<file path="config.mk">
export PLATFORM = sky130hd
export DESIGN_NAME = rcoc_core
export DESIGN_NICKNAME = d
export VERILOG_FILES = /design/src/design/rcoc_pkg.sv /design/src/design/rcoc_regfile.sv /design/src/design/rcoc_core.sv
export SDC_FILE = /design/constraint.sdc
export NUM_CORES = 2
export LEC_CHECK = 0
export BUFFER_PORTS_ARGS = -buffer_cell sky130_fd_sc_hd__buf_2
export CAP_MARGIN = 0
export CORE_MARGIN = 10
export CORE_UTILIZATION = 50
export CTS_CLUSTER_SIZE = 30
export DETAILED_ROUTE_END_ITERATION = 16
export MAX_ROUTING_LAYER = met4
export PLACE_DENSITY_LB_ADDON = 0.05
export SLEW_MARGIN = 20
export SYNTH_ARGS = -nofsm -noshare
export SYNTH_HDL_FRONTEND = slang
export SYNTH_HIERARCHICAL = 1
export SYNTH_SLANG_ARGS = --single-unit
export TNS_END_PERCENT = 30
</file>
<file path="constraint.sdc">
create_clock -name sys_clk_i -period 8.1 [get_ports sys_clk_i]
set_clock_uncertainty 0.15 [all_clocks]
set_input_delay 0.405 -clock sys_clk_i [delete_from_list [all_inputs] [get_ports sys_clk_i]]
set_output_delay 0.405 -clock sys_clk_i [all_outputs]
set_load 0.05 [all_outputs]
</file>
<file path="src/design/rcoc_pkg.sv">
// Shared constants and types of the operand core
package rcoc_pkg;
  localparam int unsigned DW     = 16;
  localparam int unsigned RIDX_W = 4;
  localparam int unsigned NREG   = 16;

  typedef enum logic [3:0] {
    ST_FETCH    = 4'b0000,
    ST_DECODE   = 4'b0001,
    ST_SRC_EXT  = 4'b0010,
    ST_SRC_READ = 4'b0011,
    ST_DST_EXT  = 4'b0100,
    ST_DST_READ = 4'b0101,
    ST_EXEC     = 4'b0110,
    ST_IRQ_PC   = 4'b0111,
    ST_IRQ_SR   = 4'b1000,
    ST_POP_PC   = 4'b1001,
    ST_POP_END  = 4'b1010
  } rcoc_state_type;

  // Dedicated registers
  localparam logic [3:0] REG_PC = 4'h0;
  localparam logic [3:0] REG_SP = 4'h1;
  localparam logic [3:0] REG_SR = 4'h2;
  localparam logic [3:0] REG_CG = 4'h3;

  // Status register bit positions
  localparam int unsigned SR_C      = 0;
  localparam int unsigned SR_Z      = 1;
  localparam int unsigned SR_N      = 2;
  localparam int unsigned SR_GIE    = 3;
  localparam int unsigned SR_CPUOFF = 4;
  localparam int unsigned SR_OSCOFF = 5;
  localparam int unsigned SR_SCG0   = 6;
  localparam int unsigned SR_SCG1   = 7;
  localparam int unsigned SR_V      = 8;
  localparam logic [15:0] SR_ENTRY_CLEAR = 16'h00f8;

  // Instruction word layout
  localparam logic [2:0] FMT_JUMP_TAG   = 3'b001;
  localparam logic [5:0] FMT_SINGLE_TAG = 6'b000100;
  localparam logic [3:0] FMT_DUAL_MIN   = 4'h4;

  // Source addressing field
  localparam logic [1:0] SMODE_REGISTER = 2'b00;
  localparam logic [1:0] SMODE_INDEXED  = 2'b01;
  localparam logic [1:0] SMODE_AUTOINC  = 2'b11;

  // Operation codes, bit 4 set for the single-operand format
  localparam logic [4:0] OP_TRANSFER = 5'h04;
  localparam logic [4:0] OP_ADD  = 5'h05;
  localparam logic [4:0] OP_ADDC = 5'h06;
  localparam logic [4:0] OP_SUBC = 5'h07;
  localparam logic [4:0] OP_SUB  = 5'h08;
  localparam logic [4:0] OP_CMP  = 5'h09;
  localparam logic [4:0] OP_DADD = 5'h0a;
  localparam logic [4:0] OP_BIT  = 5'h0b;
  localparam logic [4:0] OP_BIC  = 5'h0c;
  localparam logic [4:0] OP_BIS  = 5'h0d;
  localparam logic [4:0] OP_XOR  = 5'h0e;
  localparam logic [4:0] OP_AND  = 5'h0f;
  localparam logic [4:0] OP_RRC  = 5'h10;
  localparam logic [4:0] OP_SWPB = 5'h11;
  localparam logic [4:0] OP_RRA  = 5'h12;
  localparam logic [4:0] OP_SXT  = 5'h13;
  localparam logic [4:0] OP_PUSH = 5'h14;
  localparam logic [4:0] OP_CALL = 5'h15;
  localparam logic [4:0] OP_RETI = 5'h16;

  // Jump conditions
  localparam logic [2:0] JC_BRANCH_IF_NOT_EQUAL = 3'h0;
  localparam logic [2:0] JC_EQUAL               = 3'h1;
  localparam logic [2:0] JC_NO_CARRY            = 3'h2;
  localparam logic [2:0] JC_CARRY               = 3'h3;
  localparam logic [2:0] JC_NEGATIVE           = 3'h4;
  localparam logic [2:0] JC_GREATER_EQUAL       = 3'h5;
  localparam logic [2:0] JC_LESS                = 3'h6;

  // Constant generator values
  localparam logic [15:0] CG_R2_IND  = 16'h0004;
  localparam logic [15:0] CG_R2_AUTO = 16'h0008;
  localparam logic [15:0] CG_R3_REG  = 16'h0000;
  localparam logic [15:0] CG_R3_IDX  = 16'h0001;
  localparam logic [15:0] CG_R3_IND  = 16'h0002;
  localparam logic [15:0] CG_R3_AUTO = 16'hffff;

  // Operating mode codes
  localparam logic [2:0] LP_FULL_RUN_STATE       = 3'h0;
  localparam logic [2:0] LP_LOW_POWER_LEVEL_ZERO = 3'h1;
  localparam logic [2:0] LP_LOW_POWER_LEVEL_ONE  = 3'h2;
  localparam logic [2:0] LP_LOW_POWER_LEVEL_TWO  = 3'h3;
  localparam logic [2:0] LP_LOW_POWER_LEVEL_THREE = 3'h4;
  localparam logic [2:0] LP_LOW_POWER_LEVEL_FOUR = 3'h5;

  localparam logic [15:0] WORD_STEP = 16'h0002;
  localparam logic [15:0] BYTE_STEP = 16'h0001;
  localparam logic [15:0] RESET_PC  = 16'h0000;
  localparam logic [15:0] RESET_SR  = 16'h0000;
  localparam logic [15:0] RESET_REG = 16'h0000;
endpackage : rcoc_pkg

</file>
<file path="src/design/rcoc_regfile.sv">
// General register storage with three read ports and one write port
`timescale 1ns/10ps
module rcoc_regfile (
  // Clock and reset
  input  wire logic                       sys_clk_i,
  input  wire logic                       arst_n_i,
  // Write port
  input  wire logic                       we_i,
  input  wire logic [rcoc_pkg::RIDX_W-1:0] widx_i,
  input  wire logic [rcoc_pkg::DW-1:0]     wdata_i,
  // Read ports
  input  wire logic [rcoc_pkg::RIDX_W-1:0] ridx_a_i,
  input  wire logic [rcoc_pkg::RIDX_W-1:0] ridx_b_i,
  output logic      [rcoc_pkg::DW-1:0]     rdata_a_o,
  output logic      [rcoc_pkg::DW-1:0]     rdata_b_o,
  output logic      [rcoc_pkg::DW-1:0]     rdata_sp_o
);
  import rcoc_pkg::*;

  logic [DW-1:0] store [NREG];
  logic [DW-1:0] next_store [NREG];

  // Reads come straight off the storage flops
  assign rdata_a_o  = store[ridx_a_i];
  assign rdata_b_o  = store[ridx_b_i];
  assign rdata_sp_o = store[REG_SP];

  always_comb begin
    next_store = store;
    if (we_i) begin
      next_store[widx_i] = wdata_i;
    end
  end

  always_ff @(posedge sys_clk_i or negedge arst_n_i) begin
    if (!arst_n_i) begin
      for (int i = 0; i < NREG; i++) begin
        store[i] <= RESET_REG;
      end
    end else begin
      store <= next_store;
    end
  end
endmodule : rcoc_regfile

</file>
<file path="src/design/rcoc_core.sv">
// What this block does
// - Sixteen registers of sixteen bits each
// - R0-R3 are PC, SP, SR, constants
// - Register to register operation takes one cycle
// - Non-flow instructions are register operations plus modes
// - Seven source and four destination addressing modes
// - Core instruction set in three formats
// - Word or byte operand size per instruction
// - Call pushes PC then loads operand
// - Not-equal jump taken when zero flag clear
// - Indirect, autoincrement, immediate are source only
// - Autoincrement reads then adds two for words
// - Peripherals reached as memory-mapped bus operands
// - Core halts in every low-power mode
// - Interrupt wakes; return restores previous low-power mode
`timescale 1ns/10ps
module rcoc_core (
  // Clock and reset
  input  wire logic        sys_clk_i,
  input  wire logic        arst_n_i,
  // Memory and peripheral bus
  output logic      [15:0] mem_addr_o,
  output logic      [15:0] mem_wdata_o,
  output logic             mem_rd_o,
  output logic             mem_wr_o,
  output logic             mem_byte_o,
  input  wire logic [15:0] mem_rdata_i,
  // Interrupt request
  input  wire logic        irq_i,
  input  wire logic [15:0] irq_vector_i,
  output logic             irq_ack_o,
  // Operating mode
  output logic      [2:0]  lp_mode_o,
  output logic             cpu_halted_o
);
  import rcoc_pkg::*;

  rcoc_state_type state, next_state;
  logic [15:0] pc, next_pc, sr, next_sr, ir, next_ir;
  logic [15:0] src, next_src, dst, next_dst, saddr, next_saddr, daddr, next_daddr;
  logic        dmem, next_dmem, next_mem_rd, next_mem_wr, next_mem_byte, next_irq_ack;
  logic [15:0] next_mem_addr, next_mem_wdata;
  logic [2:0]  next_lp;
  logic        next_halted;
  logic [15:0] ins, rf_a, rf_b, rf_sp, rs_val, rd_val, srcv_direct, op_s, op_d;
  logic [15:0] sp_dec, jump_target, w_data, ea;
  logic [3:0]  f_rs, f_rd, w_idx;
  logic [4:0]  op;
  logic [21:0] alu;
  logic        is_jump, is_dual, is_single, is_push, is_reti, cg, src_direct, fast;
  logic        jump_ok, exec_now, w_en, rf_we, alu_rw;

  function automatic logic [15:0] reg_get(input logic [3:0] idx, input logic [15:0] raw,
                                          input logic [15:0] p, input logic [15:0] s);
    if (idx == REG_PC) reg_get = p;
    else if (idx == REG_SR) reg_get = s;
    else if (idx == REG_CG) reg_get = CG_R3_REG;
    else reg_get = raw;
  endfunction : reg_get

  // Byte operands sit in the low lane, picked by the address bit
  function automatic logic [15:0] lane(input logic [15:0] w, input logic a0, input logic bw);
    if (!bw) lane = w;
    else lane = {8'h00, (a0 ? w[15:8] : w[7:0])};
  endfunction : lane

  // Absolute mode reuses indexed mode on the status register as a zero base
  function automatic logic [15:0] base(input logic [3:0] idx, input logic [15:0] v);
    base = (idx == REG_SR) ? 16'h0000 : v;
  endfunction : base

  function automatic logic [21:0] rcoc_alu(input logic [4:0] o, input logic [15:0] s,
                                           input logic [15:0] d, input logic [15:0] st,
                                           input logic bw);
    logic [15:0] a, r, rb;
    logic [16:0] sum;
    logic [8:0]  sumb;
    logic        ci, c, v, z, n, fw, rw, cz, sub, keep_hi;
    sub = (o == OP_SUBC) || (o == OP_SUB) || (o == OP_CMP);
    ci = (o == OP_SUB || o == OP_CMP) ? 1'b1 : ((o == OP_ADD || o == OP_DADD) ? 1'b0 : st[SR_C]);
    a = sub ? ~s : s;
    sum = {1'b0, d} + {1'b0, a} + {16'h0000, ci};
    sumb = {1'b0, d[7:0]} + {1'b0, a[7:0]} + {8'h00, ci};
    r = sum[15:0];
    c = bw ? sumb[8] : sum[16];
    v = bw ? (a[7] == d[7]) && (sumb[7] != d[7]) : (a[15] == d[15]) && (sum[15] != d[15]);
    fw = 1'b1;
    rw = 1'b1;
    cz = 1'b0;
    keep_hi = 1'b0;
    case (o)
      OP_TRANSFER: begin r = s; fw = 1'b0; end
      OP_CMP:  rw = 1'b0;
      OP_BIT:  begin r = s & d; rw = 1'b0; cz = 1'b1; v = 1'b0; end
      OP_AND:  begin r = s & d; cz = 1'b1; v = 1'b0; end
      OP_BIC:  begin r = ~s & d; fw = 1'b0; end
      OP_BIS:  begin r = s | d; fw = 1'b0; end
      OP_XOR:  begin r = s ^ d; cz = 1'b1; v = bw ? s[7] & d[7] : s[15] & d[15]; end
      OP_RRC:  begin r = bw ? {8'h00, st[SR_C], d[7:1]} : {st[SR_C], d[15:1]}; c = d[0]; v = 1'b0; end
      OP_RRA:  begin r = bw ? {8'h00, d[7], d[7:1]} : {d[15], d[15:1]}; c = d[0]; v = 1'b0; end
      OP_SWPB: begin r = {d[7:0], d[15:8]}; fw = 1'b0; keep_hi = 1'b1; end
      OP_SXT:  begin r = {{8{d[7]}}, d[7:0]}; cz = 1'b1; v = 1'b0; keep_hi = 1'b1; end
      default: ;
    endcase
    rb = (bw && !keep_hi) ? {8'h00, r[7:0]} : r;
    z = (bw && !keep_hi) ? (rb[7:0] == 8'h00) : (rb == 16'h0000);
    n = (bw && !keep_hi) ? rb[7] : rb[15];
    if (cz) c = ~z;
    rcoc_alu = {fw, v, n, z, c, rw, rb};
  endfunction : rcoc_alu

  function automatic logic [2:0] lp_level(input logic [15:0] s);
    if (!s[SR_CPUOFF]) lp_level = LP_FULL_RUN_STATE;
    else if (s[SR_OSCOFF]) lp_level = LP_LOW_POWER_LEVEL_FOUR;
    else if (s[SR_SCG1] && s[SR_SCG0]) lp_level = LP_LOW_POWER_LEVEL_THREE;
    else if (s[SR_SCG1]) lp_level = LP_LOW_POWER_LEVEL_TWO;
    else if (s[SR_SCG0]) lp_level = LP_LOW_POWER_LEVEL_ONE;
    else lp_level = LP_LOW_POWER_LEVEL_ZERO;
  endfunction : lp_level

  rcoc_regfile u_regfile (
    .sys_clk_i  (sys_clk_i),
    .arst_n_i   (arst_n_i),
    .we_i       (rf_we),
    .widx_i     (w_idx),
    .wdata_i    (w_data),
    .ridx_a_i   (f_rs),
    .ridx_b_i   (f_rd),
    .rdata_a_o  (rf_a),
    .rdata_b_o  (rf_b),
    .rdata_sp_o (rf_sp)
  );

  // Instruction decode, live from the bus in the decode cycle
  always_comb begin
    ins = (state == ST_DECODE) ? mem_rdata_i : ir;
    is_jump = ins[15:13] == FMT_JUMP_TAG;
    is_dual = ins[15:12] >= FMT_DUAL_MIN;
    is_single = ins[15:10] == FMT_SINGLE_TAG;
    f_rs = is_dual ? ins[11:8] : ins[3:0];
    f_rd = ins[3:0];
    op = is_dual ? {1'b0, ins[15:12]} : {2'b10, ins[9:7]};
    is_push = is_single && (op == OP_PUSH || op == OP_CALL);
    is_reti = is_single && op == OP_RETI;
    rs_val = reg_get(f_rs, rf_a, pc, sr);
    rd_val = reg_get(f_rd, rf_b, pc, sr);
    cg = (f_rs == REG_CG) || (f_rs == REG_SR && ins[5]);
    case ({f_rs == REG_CG, ins[5:4]})
      3'b100:  srcv_direct = CG_R3_REG;
      3'b101:  srcv_direct = CG_R3_IDX;
      3'b110:  srcv_direct = CG_R3_IND;
      3'b111:  srcv_direct = CG_R3_AUTO;
      3'b010:  srcv_direct = CG_R2_IND;
      3'b011:  srcv_direct = CG_R2_AUTO;
      default: srcv_direct = rs_val;
    endcase
    src_direct = cg || ins[5:4] == SMODE_REGISTER;
    fast = (is_dual && src_direct && !ins[7]) ||
           (is_single && src_direct && !is_push && !is_reti);
    case (ins[12:10])
      JC_BRANCH_IF_NOT_EQUAL: jump_ok = !sr[SR_Z];
      JC_EQUAL:               jump_ok = sr[SR_Z];
      JC_NO_CARRY:            jump_ok = !sr[SR_C];
      JC_CARRY:               jump_ok = sr[SR_C];
      JC_NEGATIVE:            jump_ok = sr[SR_N];
      JC_GREATER_EQUAL:       jump_ok = !(sr[SR_N] ^ sr[SR_V]);
      JC_LESS:                jump_ok = sr[SR_N] ^ sr[SR_V];
      default:                jump_ok = 1'b1;
    endcase
    jump_target = pc + {{5{ins[9]}}, ins[9:0], 1'b0};
    sp_dec = rf_sp - WORD_STEP;
    op_s = (state == ST_EXEC) ? src : srcv_direct;
    op_d = (state == ST_EXEC) ? dst : (is_dual ? rd_val : srcv_direct);
    alu = rcoc_alu(op, op_s, op_d, sr, ins[6]);
    alu_rw = alu[16];
  end

  always_comb begin
    next_state = state;
    next_pc = pc;
    next_sr = sr;
    next_ir = ir;
    next_src = src;
    next_dst = dst;
    next_saddr = saddr;
    next_daddr = daddr;
    next_dmem = dmem;
    next_mem_rd = 1'b0;
    next_mem_wr = 1'b0;
    next_mem_byte = 1'b0;
    next_mem_addr = mem_addr_o;
    next_mem_wdata = mem_wdata_o;
    next_irq_ack = 1'b0;
    exec_now = 1'b0;
    w_en = 1'b0;
    w_idx = REG_CG;
    w_data = 16'h0000;
    ea = 16'h0000;
    rf_we = 1'b0;
    case (state)
      ST_FETCH: begin
        if (irq_i && sr[SR_GIE]) begin
          next_state = ST_IRQ_PC;
        end else if (!sr[SR_CPUOFF]) begin
          next_mem_rd = 1'b1;
          next_mem_addr = pc;
          next_pc = pc + WORD_STEP;
          next_state = ST_DECODE;
        end
      end
      ST_DECODE: begin
        next_ir = mem_rdata_i;
        next_state = ST_FETCH;
        if (is_jump) begin
          if (jump_ok) next_pc = jump_target;
        end else if (is_reti) begin
          next_mem_rd = 1'b1;
          next_mem_addr = rf_sp;
          {w_en, w_idx, w_data} = {1'b1, REG_SP, rf_sp + WORD_STEP};
          next_state = ST_POP_PC;
        end else if (fast) begin
          exec_now = 1'b1;
        end else if (!src_direct && ins[5:4] == SMODE_INDEXED) begin
          next_mem_rd = 1'b1;
          next_mem_addr = pc;
          next_pc = pc + WORD_STEP;
          next_state = ST_SRC_EXT;
        end else if (!src_direct) begin
          next_mem_rd = 1'b1;
          next_mem_addr = rs_val;
          next_saddr = rs_val;
          if (ins[5:4] == SMODE_AUTOINC) begin
            w_en = 1'b1;
            w_idx = f_rs;
            w_data = rs_val + ((ins[6] && f_rs != REG_PC) ? BYTE_STEP : WORD_STEP);
          end
          next_state = ST_SRC_READ;
        end else if (is_dual) begin
          next_src = srcv_direct;
          next_mem_rd = 1'b1;
          next_mem_addr = pc;
          next_pc = pc + WORD_STEP;
          next_state = ST_DST_EXT;
        end else begin
          next_src = srcv_direct;
          next_dmem = 1'b0;
          next_state = ST_EXEC;
        end
      end
      ST_SRC_EXT: begin
        ea = mem_rdata_i + base(f_rs, rs_val);
        next_mem_rd = 1'b1;
        next_mem_addr = ea;
        next_saddr = ea;
        next_state = ST_SRC_READ;
      end
      ST_SRC_READ: begin
        next_src = lane(mem_rdata_i, saddr[0], ins[6]);
        next_state = ST_EXEC;
        if (is_single) begin
          next_dst = lane(mem_rdata_i, saddr[0], ins[6]);
          next_daddr = saddr;
          next_dmem = !is_push;
        end else if (ins[7]) begin
          next_mem_rd = 1'b1;
          next_mem_addr = pc;
          next_pc = pc + WORD_STEP;
          next_state = ST_DST_EXT;
        end else begin
          next_dst = rd_val;
          next_dmem = 1'b0;
        end
      end
      ST_DST_EXT: begin
        ea = mem_rdata_i + base(f_rd, rd_val);
        next_mem_rd = 1'b1;
        next_mem_addr = ea;
        next_daddr = ea;
        next_dmem = 1'b1;
        next_state = ST_DST_READ;
      end
      ST_DST_READ: begin
        next_dst = lane(mem_rdata_i, daddr[0], ins[6]);
        next_state = ST_EXEC;
      end
      ST_EXEC: begin
        exec_now = 1'b1;
        next_state = ST_FETCH;
      end
      ST_IRQ_PC: begin
        {next_mem_wr, next_mem_addr, next_mem_wdata} = {1'b1, sp_dec, pc};
        {w_en, w_idx, w_data} = {1'b1, REG_SP, sp_dec};
        next_state = ST_IRQ_SR;
      end
      ST_IRQ_SR: begin
        // Saved status keeps the sleep bits so the return restores them
        {next_mem_wr, next_mem_addr, next_mem_wdata} = {1'b1, sp_dec, sr};
        {w_en, w_idx, w_data} = {1'b1, REG_SP, sp_dec};
        next_sr = sr & ~SR_ENTRY_CLEAR;
        next_pc = irq_vector_i;
        next_irq_ack = 1'b1;
        next_state = ST_FETCH;
      end
      ST_POP_PC: begin
        next_sr = mem_rdata_i;
        next_mem_rd = 1'b1;
        next_mem_addr = rf_sp;
        {w_en, w_idx, w_data} = {1'b1, REG_SP, rf_sp + WORD_STEP};
        next_state = ST_POP_END;
      end
      ST_POP_END: begin
        next_pc = mem_rdata_i;
        next_state = ST_FETCH;
      end
      default: next_state = ST_FETCH;
    endcase
    if (exec_now) begin
      if (is_push) begin
        next_mem_wr = 1'b1;
        next_mem_addr = sp_dec;
        next_mem_wdata = (op == OP_CALL) ? pc : op_s;
        {w_en, w_idx, w_data} = {1'b1, REG_SP, sp_dec};
        if (op == OP_CALL) next_pc = op_s;
      end else begin
        if (alu[21]) next_sr = {sr[15:9], alu[20], sr[7:3], alu[19], alu[18], alu[17]};
        if (alu_rw && state == ST_EXEC && dmem) begin
          next_mem_wr = 1'b1;
          next_mem_addr = daddr;
          next_mem_byte = ins[6];
          next_mem_wdata = ins[6] ? {alu[7:0], alu[7:0]} : alu[15:0];
        end else if (alu_rw) begin
          {w_en, w_idx, w_data} = {1'b1, (is_dual ? f_rd : f_rs), alu[15:0]};
        end
      end
    end
    if (w_en) begin
      if (w_idx == REG_PC) next_pc = w_data;
      else if (w_idx == REG_SR) next_sr = w_data;
      else if (w_idx != REG_CG) rf_we = 1'b1;
    end
    next_lp = lp_level(next_sr);
    next_halted = (next_state == ST_FETCH) && next_sr[SR_CPUOFF];
  end

  always_ff @(posedge sys_clk_i or negedge arst_n_i) begin
    if (!arst_n_i) begin
      state <= ST_FETCH;
      {pc, sr, ir, src, dst, saddr, daddr} <= {RESET_PC, RESET_SR, 80'h0};
      {dmem, mem_rd_o, mem_wr_o, mem_byte_o, irq_ack_o, cpu_halted_o} <= 6'h00;
      {mem_addr_o, mem_wdata_o} <= 32'h0000_0000;
      lp_mode_o <= LP_FULL_RUN_STATE;
    end else begin
      state <= next_state;
      {pc, sr, ir, src, dst, saddr, daddr} <=
        {next_pc, next_sr, next_ir, next_src, next_dst, next_saddr, next_daddr};
      {dmem, mem_rd_o, mem_wr_o, mem_byte_o, irq_ack_o, cpu_halted_o} <=
        {next_dmem, next_mem_rd, next_mem_wr, next_mem_byte, next_irq_ack, next_halted};
      {mem_addr_o, mem_wdata_o} <= {next_mem_addr, next_mem_wdata};
      lp_mode_o <= next_lp;
    end
  end
endmodule : rcoc_core

</file>
Word level (Yosys, flattened, before mapping). Index checks and enable logic that the tools add are counted.

Reduce and logical (&&, ||, !) cells: 65. $add $sub $neg: 11. Bitwise gates (word level): 12. Eq/ne operators: 63. Magnitude comparators: 5. Multiplexer cells: 195.

Operators by type and width (count): two-way mux 16 bit (86); bitwise mux 256 bit (1); one-hot mux 16 bit (2 select lines) (6); one-hot mux 16 bit (9 select lines) (1); binary-select mux 16 bit (select 4 bit) (2); one-hot mux 16 bit (7 select lines) (1); one-hot mux 16 bit (6 select lines) (1); one-hot mux 16 bit (5 select lines) (1); demux 16 bit (select 4 bit) (1); two-way mux 4 bit (16); two-way mux 1 bit (55); adder 16 bit (3); one-hot mux 16 bit (3 select lines) (1); == test 5 x 4 -> 1 bit, second input constant (8); == test 5 bit, second input constant (7); adder 16 x 2 -> 16 bit, second input constant (2); bitwise AND 16 bit (2); one-hot mux 4 bit (8 select lines) (1); == test 4 x 2 -> 1 bit, second input constant (7); == test 3 bit, second input constant (7); logical NOT 4 bit (5); logical AND 1 bit (19); two-way mux 3 bit (6); adder 16 x 16 -> 17 bit (1); 53 further kinds (111).

Output and inout port bits: 40. Input bits: 35. Register bits: 413.

Longest topological paths before layout.
Depth after elaboration: 34. Mapped depth: 35. Gate-level depth less buffers: 29.

By module. The synthesis kept the hierarchy.

Modules (own cells, without submodules): rcoc_core (cells each 2585, times used 1, area an instance 18711.7 um^2); rcoc_regfile (cells each 865, times used 1, area an instance 13580.5 um^2).

Worst setup path after synthesis. No wires, ideal clock.

Path type: register to register. From: reg state[1]. To: reg u_regfile/store[251] (netlist name). Buffers on the path: 7. Cell stages (with the launch flop): 32. Library setup time: 125 ps. Setup slack: 1134 ps. Arrival time: 6691 ps. Clock period less this slack: 6966 ps. Cell sequence: dfrtp_1 > buf_6 > nor4b_2 > clkbuf_1 > clkbuf_1 > buf_1 > nand2_1 > nand2_1 > nor2_1 > a21oi_1 > nor2b_1 > buf_1 > clkbuf_1 > a22oi_1 > nand2_1 > a21boi_0 > o21ai_1 > a31oi_1 > xnor2_1 > ha_1 > a21oi_1 > nor2b_1 > a2111oi_0 > o21ai_0 > o22ai_2 > xnor2_1 > o211ai_1 > o22ai_1 > a221oi_1 > inv_1 > clkbuf_1 > mux2_4.

Elaborated cells on any way between the ends: 164.

RTL lines: start: declaration (RTL line rcoc_core.sv:38) `rcoc_state_type state, next_state;`; start signal: assignment (RTL line rcoc_core.sv:353) `state <= next_state;`; == test 4 x 1 -> 1 bit (*) (RTL line rcoc_core.sv:136) `ins = (state == ST_DECODE) ? mem_rdata_i : ir;`; two-way mux 16 bit (*); via ins[2] (RTL line rcoc_core.sv:45) `logic [15:0] ins, rf_a, rf_b, rf_sp, rs_val, rd_val, srcv_direct, op_s, op_d;`; two-way mux 4 bit (*) (RTL line rcoc_core.sv:140) `f_rs = is_dual ? ins[11:8] : ins[3:0];`; via f_rs[2] (RTL line rcoc_core.sv:47) `logic [3:0] f_rs, f_rd, w_idx;`; NOT 4 -> 5 bit (implied by the code) (*) (RTL line rcoc_regfile.sv:24) `assign rdata_a_o = store[ridx_a_i];`; binary-select mux 16 bit (select 4 bit) (*) (RTL line rcoc_regfile.sv:24); two-way mux 16 bit (implied by the code) (*) (2 in a row) (RTL line rcoc_regfile.sv:24); via rf_a[7] (RTL line rcoc_core.sv:45); (+9 left out); one-hot mux 16 bit (9 select lines) / two-way mux 16 bit (equally long branches) (RTL line rcoc_core.sv:91, rcoc_core.sv:214); two-way mux 16 bit / one-hot mux 16 bit (3 select lines) (equally long branches) (RTL line rcoc_core.sv:105, rcoc_core.sv:200); two-way mux 16 bit (RTL line rcoc_core.sv:331) `end else if (alu_rw) begin`; two-way mux 16 bit (RTL line rcoc_core.sv:326) `if (alu_rw && state == ST_EXEC && dmem) begin`; two-way mux 16 bit (RTL line rcoc_core.sv:318) `if (is_push) begin`; two-way mux 16 bit (*) (RTL line rcoc_core.sv:317) `if (exec_now) begin`; via w_data[11] (RTL line rcoc_core.sv:46) `logic [15:0] sp_dec, jump_target, w_data, ea;`; bitwise mux 256 bit (*) (RTL line rcoc_regfile.sv:31) `next_store[widx_i] = wdata_i;`; end signal: assignment (RTL line rcoc_regfile.sv:41) `store <= next_store;`; end: declaration (RTL line rcoc_regfile.sv:20) `logic [DW-1:0] store [NREG];`.

Mark *: on every way through the listed nets, which the timed path passes. The rest lies on a longest branch. The select of a mux whose other input is x is not followed. A chain may end at the register's enable or synchronous reset.

Final worst setup path.
From: reg state[2]. To: reg u_regfile/store[103] (netlist name).

Elaborated cells on any way between the ends: 160.

RTL lines: == test 4 x 1 -> 1 bit (*) (RTL line rcoc_core.sv:136); two-way mux 16 bit (*); greater-or-equal comparator 4 x 3 -> 1 bit (RTL line rcoc_core.sv:138) `is_dual = ins[15:12] >= FMT_DUAL_MIN;`; two-way mux 4 bit (*) (RTL line rcoc_core.sv:140); NOT 4 -> 5 bit (implied by the code) (*) (RTL line rcoc_regfile.sv:24); binary-select mux 16 bit (select 4 bit) (*) (RTL line rcoc_regfile.sv:24); two-way mux 16 bit (implied by the code) (*) (2 in a row) (RTL line rcoc_regfile.sv:24); via rf_a[4] (RTL line rcoc_core.sv:45); (+9 left out); one-hot mux 16 bit (9 select lines) / two-way mux 16 bit (equally long branches) (RTL line rcoc_core.sv:91, rcoc_core.sv:214); two-way mux 16 bit / one-hot mux 16 bit (3 select lines) (equally long branches) (RTL line rcoc_core.sv:105, rcoc_core.sv:200); two-way mux 16 bit (RTL line rcoc_core.sv:331); two-way mux 16 bit (RTL line rcoc_core.sv:326); two-way mux 16 bit (RTL line rcoc_core.sv:318); two-way mux 16 bit (*) (RTL line rcoc_core.sv:317); via w_data[7] (RTL line rcoc_core.sv:46); bitwise mux 256 bit (*) (RTL line rcoc_regfile.sv:31).

Marks and branches as above.

==> results.ini <==
[hold_path]
holdCritPathClass = in2reg

[sta]
grt_setup_unrepaired = no
period_share_pct = 99.6
hold_viol = 0
max_slew_margin_pct = 18.6
final_max_slew_viol_count = 0
layout_min_cycle_time_ns = 8.07
worst_pin_slew_ns = 1.22
max_freq_ghz = 0.124
holdWs_ns = 0.0511
setup_viol = 0

[synth]
synth_flop_cell = dfrtp_1
ys_seq_elements = 413
synth_top_area_share_pct = 32.0
synthSimpleGateAreaFrac_pct = 13.8
synth_area_leaders = dfrtp_1 (32%), mux2_2 (9.1%), mux4_2 (8.9%), a21oi_1 (3.9%), nand2_1 (3.5%)
synth_cells = 3450
synthAdderAreaFrac_pct = 3.47
ys.warnings.count = 6
async_flop_share_pct = 100
synth.avg_cell_area_sq_um = 9.36
synth-seq-area-share_pct = 32.0
synth_edf_count = 0
synthXorXnorAreaFrac_pct = 2.98
synth_compound_area_share_pct = 21.1
synth_most_common_cell = dfrtp_1
syn_area_sq_mm = 0.0323
synth_top_family_by_area = multiplexers
synth_cell_type_count = 103
synthMuxAreaShare_pct = 21.8
synth_nets = 3571
synthTopCellsByCount = dfrtp_1 (413), nand2_1 (302), nor2_1 (285)
synth_top_area_cell = dfrtp_1

[global_route]
grt_pass1_wl_um = 232000
grt_overflow = 0
grt_usage_pct = 43.8
grt_max_degree = 164
grt_pass1_vias = 31600
antenna_found_initial = 9

[cells_and_area]
fin_cells = 4451
area_growth_pct = 12.5
nNetsFinal = 3677
drive_gt1_share_pct = 25.5

[critical_path]
crit_path_frequent_cell = buf_4
worst_setup_path_end_kind = flip-flop
worstPathArrival_ns = 8.42
cp-start-kind = flip-flop
crit_required_ns = 8.45
slowest_delay_ns = 0.81
slowest_stage = or4b_2
crit_type = reg2reg
crit_fanout = 19
cp_top_family = compound AO/OA/AOI/OAI gates
path_cells = or4b_2 > buf_4 > nor3_1 > a21o_1 > inv_6 > buf_4 > mux4_2 > a22oi_1 > nand2_1 > a21boi_0 > o21ai_2 > a21oi_1 > xnor2_1 > ha_1 > a311oi_1 > o31ai_1 > a31o_2 > xnor2_1 > o2bb2ai_1 > o22ai_1 > a221oi_2 > buf_4 > inv_1 > mux2_2
worst-path-buf-inv = 5

[place]
dp_hpwl_um = 121000
place.gp.congestion = 1.13
port_buffers = 74
dpl.cell_count = 4358

[detailed_routing]
viasPerCell = 7.41
wire_per_inst_um = 36.8
routed_wl_um = 164000
drtIter0Drc = 5610
drt-pass1-iter-count = 10
dr_wl_met2_um = 64400
ant_nets = 0
drc = 0
route.met3.wl_um = 24100
vias = 33000
routed.top_layer = met4
wl_met1_um = 61600

[cts]
clk_latency_ns = 0.65
htreeDepth = 2
cts_buffer_depth = 3
clock_sinks = 413
clk_pin_slew_ns = 0.06
numCtsBuffers = 49
clockRootBuffer = clkbuf_16
cts_tree = yes

[floorplan]
start_util_pct = 50.3
dieWidth_um = 274
ios = 75
coreArea_sq_mm = 0.0642
die_y_um = 274
rows = 93
fp.dieArea_sq_mm = 0.0752

[job]
maxCapViolations = 0

[outcome]
status = completed

[repair_timing]
item	in CTS	in global routing
setup buffers	0	0
gates resized for setup	1	11
hold buffers	1	0
endpoints found under the hold margin	92	0
setup endpoints to repair	35	134
cloned	0	1
[cell families (layout without fill, tap and decap cells)]
logic type / count (synthesis) / in the layout
AO/OA/AOI/OAI: 1030 / 1030
AND/OR/NAND/NOR: 947 / 947
multiplexers: 503 / 503
flip-flops: 413 / 413
buffers and inverters: 361 / 502
XOR/XNOR: 110 / 110
adder cells (fa/ha/maj): 86 / 86
other: 0 / 5
[flip-flops by register name, indices dropped and copies added, names as in the netlist, 4 cells and up]
signal,count
dst,16
src,16
u_regfile/store,240
mem_addr_o,16
state,4
pc,16
daddr,16
sr,16
mem_wdata_o,16
ir,16
u_regfile/rdata_sp_o,16
saddr,16
[stage by stage]
stage	utilization, %	instance area [sq um]	worst slack, ns	setup TNS (ns)
2_1_floorplan	-	32300	1.13	0
3_3_place_gp	54.0	34700	-0.108	-1.27
3_5_place_dp	54.0	34700	-0.0164	-0.0723
4_1_cts	56.4	36300	0.191	0
5_1_grt	56.6	36300	0.0164	0
6_report	56.6	36300	0.0309	0
[cells in the final DEF (no fill, tap or decap), types with 76 or more instances in the layout]
| master | Yosys | final |
|---|---|---|
| mux4_2 | 128 | 128 |
| ha_1 | 80 | 80 |
| nor2_1 | 285 | 277 |
| dfrtp_1 | 413 | 413 |
| buf_4 | 26 | 253 |
| mux2_2 | 260 | 260 |
| a21oi_1 | 249 | 246 |
| xnor2_1 | 76 | 76 |
| nand2_1 | 302 | 301 |
| o21ai_0 | 207 | 201 |
| a22oi_1 | 78 | 78 |
| mux2i_1 | 100 | 98 |
[layout make-up]
class / instances / area (sq um)
Clock inverter: 19 / 175
Sequential cell: 413 / 10300
Inverter: 77 / 303
Antenna cell: 5 / 12.5
Tap cell: 855 / 1070
Multi-Input combinational cell: 2676 / 20500
Fill cell: 5638 / 27900
Timing Repair Buffer: 339 / 2520
Clock buffer: 67 / 1380
[tightest hold or removal path, cell delays in order]
cell	delay [ns]
buf_2	0.21
nand2_1	0.09
nand2_1	0.08
[routing by layer]
metal / global-route usage (%) / vias up
li1: - / 13200
met1: 55.3 / 16200
met2: 58.1 / 2923
met3: 15.8 / 711
met4: 28.6 / 0
met5: - / -
[final timing paths]
check | start | end | slack (ns) | cells after the start
max in group asynchronous | arst_n_i | pc[13] | 5.95 | 3
min in group asynchronous | arst_n_i | ir[15] | 0.25 | 2
worst max-delay path | state[2] | u_regfile/store[103] | 0.03 | 24
worst min register to register | src[15] | src[15] | 0.33 | 1
worst max register to register | state[2] | u_regfile/store[103] | 0.03 | 24
worst min-delay path | mem_rdata_i[14] | ir[14] | 0.05 | 3
Power is not shown: default switching activity piles up to over one toggle a cycle in this logic, so the estimate is an artifact.
